`src/verilog/sdp_regs.svh`:
```
// Constants of the peripheral-transfer read engine: address, bus and field
// widths, and the memory-clock count from read command to data.
// Assumes it is included by its bare name wherever a constant is needed.
//
// Contract
// - Flags and strobe timed on memory clock
// - Closed page: access flag low during activate
// - Plain-open page: close, reactivate, access flag low
// - Transfer-open page: go straight to data phase
// - Direction flag stays high whole transaction
// - Normal read commands, memory space selected
// - Returned data ignored during transfer read
// - Strobe low latency cycles before read data
// - Strobe lead time is 0 to 3 cycles
// - Ordinary access: strobe idle, access flag high
`ifndef SDP_REGS_SVH
`define SDP_REGS_SVH

`define SDP_ROW_W   13      // Row address width
`define SDP_COL_W   10      // Column address width
`define SDP_BANK_W  2       // Bank address width
`define SDP_DATA_W  32      // External data bus width
`define SDP_LAT_W   2       // Strobe latency field width
`define SDP_CAS_LAT 3       // Memory clocks from read command to data
`define SDP_CNT_W   3       // Width of the data-phase counter

`endif

```
`src/verilog/sdp_pkg.sv`:
```
// Types shared by the peripheral-transfer read engine.
// Assumes sdp_regs.svh is on the include path.
`include "sdp_regs.svh"

package sdp_pkg;

  // One read request as the arbiter hands it over
  typedef struct packed {
    logic                   xfer;  // Peripheral transfer, not ordinary
    logic [`SDP_BANK_W-1:0] bank;  // Bank
    logic [`SDP_ROW_W-1:0]  row;   // Row
    logic [`SDP_COL_W-1:0]  col;   // Column
  } sdp_req_s;

  // SDRAM command pins, all active low
  typedef struct packed {
    logic cs_n;                    // Memory space select
    logic ras_n;                   // Row strobe
    logic cas_n;                   // Column strobe
    logic we_n;                    // Write enable
  } sdp_cmd_s;

  typedef enum logic [1:0] {
    SDP_ST_IDLE,                   // Waiting for a request
    SDP_ST_ACT,                    // Activate after a precharge
    SDP_ST_RD,                     // Read command due
    SDP_ST_WAIT                    // Counting toward the data phase
  } sdp_state_e;

endpackage : sdp_pkg

```
`src/verilog/sdp_edge_sync.sv`:
```
// Three-flop synchroniser with edge finder for the memory clock pin.
// Assumes the pin is slower than a quarter of the local clock.
`timescale 1ns/1ps
`default_nettype none

module sdp_edge_sync (
  input  wire logic clock,   // Local clock
  input  wire logic rst,     // Asynchronous reset, active high
  input  wire logic pin,     // Asynchronous input
  output logic      rise     // One-cycle pulse on a settled rising edge
);

  logic s1_r, s2_r, s3_r;    // Synchroniser chain
  logic lvl_r, lvl_nxt;      // Settled level
  logic rise_r, rise_nxt;    // Edge pulse

  // A change counts only once the second and third flops agree
  always_comb begin
    lvl_nxt  = (s2_r == s3_r) ? s3_r : lvl_r;
    rise_nxt = lvl_nxt & ~lvl_r;
  end

  // Registers only; the first flop feeds the second alone
  always_ff @(posedge clock or posedge rst) begin
    if (rst) begin
      s1_r   <= 1'b0;
      s2_r   <= 1'b0;
      s3_r   <= 1'b0;
      lvl_r  <= 1'b0;
      rise_r <= 1'b0;
    end else begin
      s1_r   <= pin;
      s2_r   <= s1_r;
      s3_r   <= s2_r;
      lvl_r  <= lvl_nxt;
      rise_r <= rise_nxt;
    end
  end

  assign rise = rise_r;

endmodule : sdp_edge_sync
`default_nettype wire

```
`src/verilog/sdp_xfer_read.sv`:
```
// Read engine of an SDRAM controller with peripheral-transfer support.
// Assumes requests come from an arbiter on the local clock, and the
// memory clock pin is an asynchronous input far slower than clock.
`timescale 1ns/1ps
`default_nettype none
`include "sdp_regs.svh"

module sdp_xfer_read #(
  parameter int unsigned CAS_LAT = `SDP_CAS_LAT  // Must be 3 to 7
) (
  input  wire logic              clock,                  // Local clock
  input  wire logic              rst,                    // Async reset
  input  wire logic              memory_clock_out,       // Memory clock
  input  wire logic              req_valid,              // Request offered
  input  var  sdp_pkg::sdp_req_s req,                    // Request fields
  output logic                   req_ready,              // Can take one
  input  wire logic [`SDP_LAT_W-1:0] read_strobe_latency, // Lead cycles
  input  wire logic [`SDP_DATA_W-1:0] external_data_bus, // Read data
  output var  sdp_pkg::sdp_cmd_s cmd,                    // SDRAM command
  output logic [`SDP_ROW_W-1:0]  external_address_bus,   // Row or column
  output logic [`SDP_BANK_W-1:0] bank_addr,              // Bank
  output logic                   transfer_access_flag_n, // Low in transfer
  output logic                   transfer_direction_flag, // High = read
  output logic                   transfer_strobe_n,      // Data strobe
  output logic                   rsp_valid,              // Read finished
  output logic [`SDP_DATA_W-1:0] rsp_data                // Ordinary data
);

  localparam int unsigned NB = 1 << `SDP_BANK_W;          // Bank count
  localparam logic [`SDP_CNT_W-1:0] CL = `SDP_CNT_W'(CAS_LAT);
  localparam sdp_pkg::sdp_cmd_s C_DESEL = 4'hf;           // Deselect
  localparam sdp_pkg::sdp_cmd_s C_NOP   = 4'h7;           // No operation
  localparam sdp_pkg::sdp_cmd_s C_ACT   = 4'h3;           // Activate
  localparam sdp_pkg::sdp_cmd_s C_RD    = 4'h5;           // Read
  localparam sdp_pkg::sdp_cmd_s C_PRE   = 4'h2;           // Precharge

  logic mem_rise;                                        // Memory edge

  // True in the memory cycle where the strobe must be low
  function automatic logic strobe_due(
    input logic [`SDP_CNT_W-1:0] c,
    input logic [`SDP_LAT_W-1:0] l
  );
    strobe_due = (c == CL - `SDP_CNT_W'(l));
  endfunction : strobe_due

  sdp_edge_sync u_clk_sync (
    .clock (clock),
    .rst   (rst),
    .pin   (memory_clock_out),
    .rise  (mem_rise)
  );

  // The data bus is a pin group and goes through the same three stages
  logic [`SDP_DATA_W-1:0] ed1_r, ed2_r, ed3_r;            // Data pipeline

  sdp_pkg::sdp_state_e state_r, state_nxt;               // Sequencer
  sdp_pkg::sdp_req_s   req_r, req_nxt;                   // Held request
  logic                pend_r, pend_nxt;                 // Request held
  logic                ready_r, ready_nxt;               // Ready output
  logic [`SDP_LAT_W-1:0] lat_r, lat_nxt;                 // Latched lead
  logic [`SDP_CNT_W-1:0] cnt_r, cnt_nxt;                 // Data-phase count
  sdp_pkg::sdp_cmd_s   cmd_r, cmd_nxt;                   // Command pins
  logic [`SDP_ROW_W-1:0] addr_r, addr_nxt;               // Address pins
  logic [`SDP_BANK_W-1:0] ba_r, ba_nxt;                  // Bank pins
  logic                acc_n_r, acc_n_nxt;               // Access flag
  logic                dir_r, dir_nxt;                   // Direction flag
  logic                stb_n_r, stb_n_nxt;               // Strobe
  logic                rv_r, rv_nxt;                     // Response pulse
  logic [`SDP_DATA_W-1:0] rd_r, rd_nxt;                  // Response data
  logic                open_r [NB];                      // Page open
  logic                open_nxt [NB];
  logic [`SDP_ROW_W-1:0] row_r [NB];                     // Open row
  logic [`SDP_ROW_W-1:0] row_nxt [NB];
  logic                xtb_r [NB];                       // Opened by transfer
  logic                xtb_nxt [NB];
  logic                hit;                              // Row already open

  assign hit = open_r[req_r.bank] && (row_r[req_r.bank] == req_r.row);

  // Next state; everything facing the memory moves on a memory edge only
  always_comb begin
    state_nxt = state_r;
    req_nxt   = req_r;
    pend_nxt  = pend_r;
    ready_nxt = ready_r;
    lat_nxt   = lat_r;
    cnt_nxt   = cnt_r;
    cmd_nxt   = cmd_r;
    addr_nxt  = addr_r;
    ba_nxt    = ba_r;
    acc_n_nxt = acc_n_r;
    dir_nxt   = 1'b1;
    stb_n_nxt = stb_n_r;
    rv_nxt    = 1'b0;
    rd_nxt    = rd_r;
    open_nxt  = open_r;
    row_nxt   = row_r;
    xtb_nxt   = xtb_r;
    // Take a request; the latency is frozen so a mid-read change is safe
    if (req_valid && ready_r) begin
      req_nxt   = req;
      lat_nxt   = read_strobe_latency;
      pend_nxt  = 1'b1;
      ready_nxt = 1'b0;
    end
    if (mem_rise) begin
      cmd_nxt   = pend_r ? C_NOP : C_DESEL;
      stb_n_nxt = 1'b1;
      unique case (state_r)
        sdp_pkg::SDP_ST_IDLE: begin
          if (pend_r) begin
            ba_nxt = req_r.bank;
            if (hit && (!req_r.xfer || xtb_r[req_r.bank])) begin
              // Same row: straight to the read command
              cmd_nxt   = C_RD;
              addr_nxt  = `SDP_ROW_W'(req_r.col);
              acc_n_nxt = ~req_r.xfer;
              xtb_nxt[req_r.bank] = req_r.xfer;
              cnt_nxt   = '0;
              stb_n_nxt = ~(req_r.xfer && strobe_due('0, lat_r));
              state_nxt = sdp_pkg::SDP_ST_WAIT;
            end else if (open_r[req_r.bank]) begin
              // Wrong row or plain-opened page: close it first
              cmd_nxt   = C_PRE;
              addr_nxt  = '0;
              open_nxt[req_r.bank] = 1'b0;
              state_nxt = sdp_pkg::SDP_ST_ACT;
            end else begin
              cmd_nxt   = C_ACT;
              addr_nxt  = req_r.row;
              acc_n_nxt = ~req_r.xfer;
              open_nxt[req_r.bank] = 1'b1;
              row_nxt[req_r.bank]  = req_r.row;
              xtb_nxt[req_r.bank]  = req_r.xfer;
              state_nxt = sdp_pkg::SDP_ST_RD;
            end
          end
        end
        sdp_pkg::SDP_ST_ACT: begin
          // Reopen after the precharge with the flag warning glue logic
          cmd_nxt   = C_ACT;
          addr_nxt  = req_r.row;
          acc_n_nxt = ~req_r.xfer;
          open_nxt[req_r.bank] = 1'b1;
          row_nxt[req_r.bank]  = req_r.row;
          xtb_nxt[req_r.bank]  = req_r.xfer;
          state_nxt = sdp_pkg::SDP_ST_RD;
        end
        sdp_pkg::SDP_ST_RD: begin
          cmd_nxt   = C_RD;
          addr_nxt  = `SDP_ROW_W'(req_r.col);
          cnt_nxt   = '0;
          stb_n_nxt = ~(req_r.xfer && strobe_due('0, lat_r));
          state_nxt = sdp_pkg::SDP_ST_WAIT;
        end
        sdp_pkg::SDP_ST_WAIT: begin
          cnt_nxt   = cnt_r + `SDP_CNT_W'(1);
          // Lead time of 0..3 cycles ahead of the data phase
          stb_n_nxt = ~(req_r.xfer && strobe_due(cnt_nxt, lat_r));
          if (cnt_nxt == CL) begin
            // Transfer data belongs to the peripheral and is not kept
            if (!req_r.xfer) begin
              rd_nxt = ed3_r;
            end
            rv_nxt    = 1'b1;
            pend_nxt  = 1'b0;
            ready_nxt = 1'b1;
            acc_n_nxt = 1'b1;
            cmd_nxt   = C_DESEL;
            state_nxt = sdp_pkg::SDP_ST_IDLE;
          end
        end
      endcase
    end
    // Ready only once the strobe of a finished read has gone idle, so a new
    // request never sees a stale strobe from the previous transfer
    ready_nxt = ~pend_nxt && stb_n_nxt;
  end

  // Registers only
  always_ff @(posedge clock or posedge rst) begin
    if (rst) begin
      ed1_r   <= '0;
      ed2_r   <= '0;
      ed3_r   <= '0;
      state_r <= sdp_pkg::SDP_ST_IDLE;
      req_r   <= '0;
      pend_r  <= 1'b0;
      ready_r <= 1'b0;
      lat_r   <= '0;
      cnt_r   <= '0;
      cmd_r   <= C_DESEL;
      addr_r  <= '0;
      ba_r    <= '0;
      acc_n_r <= 1'b1;
      dir_r   <= 1'b1;
      stb_n_r <= 1'b1;
      rv_r    <= 1'b0;
      rd_r    <= '0;
      for (int i = 0; i < NB; i++) begin
        open_r[i] <= 1'b0;
        row_r[i]  <= '0;
        xtb_r[i]  <= 1'b0;
      end
    end else begin
      ed1_r   <= external_data_bus;
      ed2_r   <= ed1_r;
      ed3_r   <= ed2_r;
      state_r <= state_nxt;
      req_r   <= req_nxt;
      pend_r  <= pend_nxt;
      ready_r <= ready_nxt;
      lat_r   <= lat_nxt;
      cnt_r   <= cnt_nxt;
      cmd_r   <= cmd_nxt;
      addr_r  <= addr_nxt;
      ba_r    <= ba_nxt;
      acc_n_r <= acc_n_nxt;
      dir_r   <= dir_nxt;
      stb_n_r <= stb_n_nxt;
      rv_r    <= rv_nxt;
      rd_r    <= rd_nxt;
      open_r  <= open_nxt;
      row_r   <= row_nxt;
      xtb_r   <= xtb_nxt;
    end
  end

  assign req_ready               = ready_r;
  assign cmd                     = cmd_r;
  assign external_address_bus    = addr_r;
  assign bank_addr               = ba_r;
  assign transfer_access_flag_n  = acc_n_r;
  assign transfer_direction_flag = dir_r;
  assign transfer_strobe_n       = stb_n_r;
  assign rsp_valid               = rv_r;
  assign rsp_data                = rd_r;

  // Checks
  property p_act_flag;
    @(posedge clock) disable iff (rst)
    (cmd_r == C_ACT && req_r.xfer) |-> !acc_n_r;
  endproperty
  a_act_flag: assert property (p_act_flag)
    else $error("access flag high during transfer activate");

  property p_reopen;
    @(posedge clock) disable iff (rst)
    (mem_rise && state_r == sdp_pkg::SDP_ST_IDLE && pend_r && req_r.xfer
     && hit && !xtb_r[req_r.bank]) |=> (cmd_r == C_PRE);
  endproperty
  a_reopen: assert property (p_reopen)
    else $error("plain-opened page not closed for transfer");

  property p_direct;
    @(posedge clock) disable iff (rst)
    (mem_rise && state_r == sdp_pkg::SDP_ST_IDLE && pend_r && req_r.xfer
     && hit && xtb_r[req_r.bank]) |=> (cmd_r == C_RD);
  endproperty
  a_direct: assert property (p_direct)
    else $error("transfer-opened page not read directly");

  property p_dir_high;
    @(posedge clock) disable iff (rst)
    (pend_r && req_r.xfer) |-> dir_r;
  endproperty
  a_dir_high: assert property (p_dir_high)
    else $error("direction flag low during transfer read");

  property p_select;
    @(posedge clock) disable iff (rst)
    (state_r != sdp_pkg::SDP_ST_IDLE) |-> !cmd_r.cs_n;
  endproperty
  a_select: assert property (p_select)
    else $error("memory space not selected mid transaction");

  property p_discard;
    @(posedge clock) disable iff (rst)
    (rv_r && req_r.xfer) |-> $stable(rd_r);
  endproperty
  a_discard: assert property (p_discard)
    else $error("transfer data captured");

  property p_strobe_time;
    @(posedge clock) disable iff (rst)
    !stb_n_r |-> (req_r.xfer && cnt_r == CL - `SDP_CNT_W'(lat_r));
  endproperty
  a_strobe_time: assert property (p_strobe_time)
    else $error("strobe low at wrong cycle");

  property p_plain;
    @(posedge clock) disable iff (rst)
    (pend_r && !req_r.xfer) |-> (acc_n_r && stb_n_r);
  endproperty
  a_plain: assert property (p_plain)
    else $error("transfer signals active in ordinary read");

  property p_mem_timed;
    @(posedge clock) disable iff (rst)
    !$past(mem_rise) |-> ($stable(cmd_r) && $stable(stb_n_r)
                          && $stable(acc_n_r));
  endproperty
  a_mem_timed: assert property (p_mem_timed)
    else $error("memory pins moved off a memory clock edge");

  c_xfer_done: cover property (@(posedge clock) disable iff (rst)
    rv_r && req_r.xfer);
  c_plain_done: cover property (@(posedge clock) disable iff (rst)
    rv_r && !req_r.xfer);
  c_reopen: cover property (@(posedge clock) disable iff (rst)
    cmd_r == C_PRE ##[1:40] cmd_r == C_ACT && req_r.xfer);

endmodule : sdp_xfer_read
`default_nettype wire

```
`config.mk`:
```
export PLATFORM = sky130hd
export DESIGN_NAME = sdp_xfer_read
export DESIGN_NICKNAME = d
export VERILOG_FILES = /design/src/verilog/sdp_pkg.sv /design/src/verilog/sdp_edge_sync.sv /design/src/verilog/sdp_xfer_read.sv
export VERILOG_INCLUDE_DIRS = /design/src /design/src/verilog
export SDC_FILE = /design/constraint.sdc
export NUM_CORES = 1
export LEC_CHECK = 0
export ABC_AREA = 1
export BUFFER_PORTS_ARGS = -buffer_cell sky130_fd_sc_hd__buf_4
export CORE_UTILIZATION = 28
export DETAILED_ROUTE_END_ITERATION = 8
export PLACE_DENSITY = 0.43
export REMOVE_ABC_BUFFERS = 1
export SLEW_MARGIN = 20
export SYNTH_ARGS = -nofsm -noshare
export SYNTH_HDL_FRONTEND = slang
export SYNTH_HIERARCHICAL = 1
export SYNTH_SLANG_ARGS = --single-unit
```
`constraint.sdc`:
```
create_clock -name clock -period 7.6 [get_ports clock]
set_input_delay 1.52 -clock clock [delete_from_list [all_inputs] [get_ports clock]]
set_output_delay 1.52 -clock clock [all_outputs]
set_load 0.02 [all_outputs]
```
==> run_summary.xml <==
<?xml version="1.0" encoding="UTF-8"?>
<metrics>
  <group name="die">
    <metric name="floorplan.initialDensity" unit="%">28.5</metric>
    <metric name="floorplan.die_area" unit="mm^2">0.0350</metric>
    <metric name="die_h" unit="um">187</metric>
    <metric name="num_io_pins" unit="">120</metric>
    <metric name="placeableCoreArea" unit="mm^2">0.0336</metric>
    <metric name="core.rowCount" unit="">67</metric>
    <metric name="die_w" unit="um">187</metric>
  </group>
  <group name="sta">
    <metric name="final-setup-viol-count" unit="">0</metric>
    <metric name="final_critical_path_time_including_i_o_delays_and_setup" unit="ps">3240</metric>
    <metric name="hold_viol_final" unit="">0</metric>
    <metric name="timing_worst_slew_pin_value" unit="ps">997</metric>
    <metric name="maxSlewHeadroom" unit="%">33.6</metric>
    <metric name="fin_worst_hold_slack" unit="ps">347</metric>
    <metric name="clock.fmax" unit="GHz">0.308</metric>
    <metric name="fin_ws" unit="ps">4360</metric>
    <metric name="setup_repair_after_global_routing_missed_its_margin" unit="">false</metric>
    <metric name="final_max_slew_viol_count" unit="">0</metric>
    <metric name="finalSetupTns" unit="ps">0</metric>
    <metric name="period_share" unit="%">42.7</metric>
    <metric name="timing.clock.skew" unit="ps">17.7</metric>
  </group>
  <group name="global_routing">
    <metric name="grt_first_pass_wirelength" unit="mm">37.1</metric>
    <metric name="gr-usage-all-layers" unit="%">13.2</metric>
    <metric name="grt_pass1_vias" unit="">6751</metric>
    <metric name="maximum_number_of_pins_on_one_net_before_global_route_repair" unit="">138</metric>
    <metric name="initial_antenna_violation_count" unit="">0</metric>
    <metric name="grt_remaining_overflow" unit="">0</metric>
  </group>
  <group name="synthesis">
    <metric name="yosys_register_bits" unit="">250</metric>
    <metric name="yosysWarnings" unit="">6</metric>
    <metric name="syn_inst" unit="">934</metric>
    <metric name="syn-mean-instance-area" unit="um^2">10.3</metric>
    <metric name="synth_seq_area_share" unit="%">65.3</metric>
    <metric name="synth.distinct_cells" unit="">33</metric>
    <metric name="netlist_area" unit="mm^2">0.00959</metric>
  </group>
  <group name="worst_setup_path">
    <metric name="timing.critical_path.slowest_stage_cell" unit="">sky130_fd_sc_hd__ha_1</metric>
    <metric name="worst-path-stages" unit="">6</metric>
    <metric name="timing.critical_path.fanout_max" unit="">26</metric>
    <metric name="critical_path_class" unit="">register to register</metric>
    <metric name="crit-reg2reg-capture" unit="">row_r[40]</metric>
    <metric name="slowest_stage_delay_on_critical_path" unit="ps">720</metric>
    <metric name="worst_setup_path_end_kind" unit="">register</metric>
    <metric name="ff2ff_setup_slack" unit="ps">4360</metric>
    <metric name="start_kind" unit="">register</metric>
    <metric name="setup.worst_path.start" unit="">state_r[1]</metric>
    <metric name="worst_setup_path_endpoint" unit="">row_r[40]</metric>
    <metric name="rr_worst_depth" unit="">6</metric>
    <metric name="critPathRequiredTime" unit="ps">8040</metric>
    <metric name="worst_path_dominant_cell_family" unit="">simple AND/OR/NAND/NOR gates</metric>
    <metric name="cp_cell_sequence" unit="">inv_1 &gt; ha_1 &gt; nor2_1 &gt; nor2_2 &gt; nand3_2 &gt; o21ai_0</metric>
    <metric name="r2r-start" unit="">state_r[1]</metric>
    <metric name="crit_buf_inv" unit="">1</metric>
    <metric name="critical_path_arrival" unit="ps">3680</metric>
  </group>
  <group name="run">
    <metric name="cap_violations" unit="">0</metric>
  </group>
  <group name="clock_tree">
    <metric name="tritoncts_num_sinks" unit="">250</metric>
    <metric name="cts_hold_buf" unit="">0</metric>
    <metric name="clkTransAtPathRegs" unit="ps">60</metric>
    <metric name="cts_post_setup_buffers_inserted" unit="">0</metric>
    <metric name="h_tree_depth" unit="">1</metric>
    <metric name="cts-buffers-inserted" unit="">29</metric>
    <metric name="skew_pair_late_insertion_delay" unit="ps">550</metric>
    <metric name="post_cts_resized" unit="">0</metric>
    <metric name="cts.path.max_buffers" unit="">3</metric>
    <metric name="clockRootBuffer" unit="">sky130_fd_sc_hd__clkbuf_16</metric>
    <metric name="cts_tree" unit="">yes</metric>
  </group>
  <group name="drt">
    <metric name="route.vias.total" unit="">6677</metric>
    <metric name="drt.antenna.violating_nets" unit="">0</metric>
    <metric name="detail_route.wl_per_cell" unit="um">14.9</metric>
    <metric name="drt_iter0_markers" unit="">394</metric>
    <metric name="route.detailed.drc" unit="">0</metric>
    <metric name="detail_route.wirelength" unit="mm">22.6</metric>
    <metric name="via_per_inst" unit="">4.40</metric>
    <metric name="dr.pass1.iters" unit="">5</metric>
  </group>
  <group name="pwr">
    <metric name="ir_drop" unit="mV">0.143</metric>
    <metric name="powerDensity" unit="mW/mm^2">362</metric>
    <metric name="static-leakage-power" unit="nW">5.93</metric>
  </group>
  <group name="placed_design">
    <metric name="post-place-ws" unit="ps">4120</metric>
    <metric name="numPortBuffers" unit="">118</metric>
    <metric name="dpl.hpwl" unit="mm">13.7</metric>
    <metric name="place.gp.congestion" unit="">0.733</metric>
  </group>
  <group name="finish">
    <metric name="final.fill_count" unit="">3416</metric>
    <metric name="total_area_of_multi_input_combinational_cells" unit="mm^2">0.00289</metric>
    <metric name="flow.area_growth_from_synthesis" unit="%">23.8</metric>
    <metric name="layout.nets" unit="">1117</metric>
    <metric name="antenna-diode-count" unit="">0</metric>
    <metric name="layout-drive-gt1-share" unit="%">22.0</metric>
    <metric name="area_used_by_sequential_logic_in_the_layout" unit="mm^2">0.00626</metric>
  </group>
  <group name="status">
    <metric name="outcome" unit="">finished, final reports clean</metric>
  </group>
  <group name="min_path">
    <metric name="hold_wc_path_type" unit="">register to register</metric>
  </group>
</metrics>
-- power breakdown --
group	total, W	leakage [nW]	internal, W	switching [W]
combinational	0.00110	2.40	0.000398	0.000701
clock	0.00147	0.498	0.000895	0.000574
sequential	0.00173	3.03	0.00158	0.000153
-- how the worst min path moves through the flow --
stage              start         to  slack, ps  cells past startpoint
4_1_cts        ed1_r[20]  ed2_r[20]        350                      0
6_report       ed2_r[24]  ed3_r[24]        350                      0
3_3_place_gp    ed2_r[5]   ed3_r[5]        330                      0
3_5_place_dp   ed1_r[20]  ed2_r[20]        330                      0
5_1_grt        ed1_r[26]  ed2_r[26]        350                      0
2_1_floorplan   ed1_r[0]   ed2_r[0]        330                      0
-- cells in the mapped netlist (all sizes together) --
cell type	count	area, um^2
a211oi	1	7.51
o21bai	10	75.1
a221oi	10	87.6
conb	1	3.75
o21ai	75	375
buf	24	168
dfrtp	244	6110
nor3	2	15.0
clkbuf	17	66.3
dfstp	6	158
nand2	299	1130
mux2	32	360
ha	6	75.1
xor2	1	8.76
nand3	29	165
or2	2	12.5
nor2	64	248
nand4	14	87.6
o22ai	1	6.26
inv	52	198
a21oi	43	226
a21o	1	7.51
-- state kept, by name, indices dropped and copies added, names as in the netlist, 2 cells and up, named ones only --
name and cells:
bank_addr 2, external_address_bus 13, row_r 52, ed3_r 32, cmd 4, xtb_r 4, rsp_data 32, ed2_r 32
state_r 2, ed1_r 32, lat_r 2, cnt_r 3, req_r 26
-- final cells by class --
type	instances	share of cell area, %
Clock buffer	32	6.38
Clock inverter	22	2.26
Inverter	52	1.73
Multi-Input combinational cell	591	24.4
Sequential cell	250	52.8
Tap cell	448	4.72
Timing Repair Buffer	123	7.78
-- placed cells by master, fill, tap and decap left out, types with 2 or more instances in the layout --
master                       count
sky130_fd_sc_hd__o21ai_0        75
sky130_fd_sc_hd__nand4_1        14
sky130_fd_sc_hd__or2_2           2
sky130_fd_sc_hd__clkbuf_8        2
sky130_fd_sc_hd__clkinvlp_4      4
sky130_fd_sc_hd__clkbuf_16      29
sky130_fd_sc_hd__clkinv_2        7
sky130_fd_sc_hd__nand2_1       295
sky130_fd_sc_hd__inv_2           3
sky130_fd_sc_hd__ha_1            6
sky130_fd_sc_hd__bufinv_16       5
sky130_fd_sc_hd__clkinv_4        2
sky130_fd_sc_hd__inv_1          47
sky130_fd_sc_hd__a221oi_1       10
sky130_fd_sc_hd__nor2_1         61
sky130_fd_sc_hd__nand3_2         4
sky130_fd_sc_hd__buf_4         123
sky130_fd_sc_hd__mux2_2         32
sky130_fd_sc_hd__dfrtp_1       243
sky130_fd_sc_hd__nand2_2         4
sky130_fd_sc_hd__o21bai_1       10
sky130_fd_sc_hd__nor2_2          3
sky130_fd_sc_hd__nand3_1        25
sky130_fd_sc_hd__a21oi_1        42
sky130_fd_sc_hd__inv_6           4
sky130_fd_sc_hd__dfstp_2         6
-- metrics by stage --
stage	instances	total power (W)	area [um^2]	util, %
final	1518	0.00430	11900	35.3
after global routing	1518	0.00461	11900	35.3
after CTS	1518	0.00438	11900	35.3
after detailed placement	1464	0.00287	10800	32.3
after global placement	1464	0.00286	10800	32.3
after floorplan	893	0.00248	9350	-
-- kinds of logic (layout without fill, tap and decap cells) --
family / after synthesis / count (layout) / share of synthesized area (%)
AOI/OAI and AO/OA: 141 / 141 / 8.20
buffers and inverters: 93 / 229 / 4.50
adders and majority gates: 6 / 6 / 0.783
muxes: 32 / 32 / 3.76
xor gates and xnor gates: 1 / 1 / 0.0914
other: 1 / 1 / 0.0391
and+or+nand+nor: 410 / 410 / 17.3
DFF: 250 / 250 / 65.3
-- worst register-to-register path, stage by stage (launching register included) --
cell                      delay [ps]
sky130_fd_sc_hd__dfrtp_1         390
sky130_fd_sc_hd__inv_1           100
sky130_fd_sc_hd__ha_1            720
sky130_fd_sc_hd__nor2_1          180
sky130_fd_sc_hd__nor2_2          700
sky130_fd_sc_hd__nand3_2         650
sky130_fd_sc_hd__o21ai_0         410
-- routing by layer --
| metal | track usage (%) | vias up | wire (um) |
|---|---|---|---|
| met2 | 21.3 | 165 | 10200 |
| met5 | 0 | - | 0 |
| met3 | 2.53 | 26 | 1040 |
| li1 | - | 3241 | - |
| met4 | 2.96 | 0 | 381 |
| met1 | 18.4 | 3245 | 11000 |
Power figures use the tool's default switching activity.
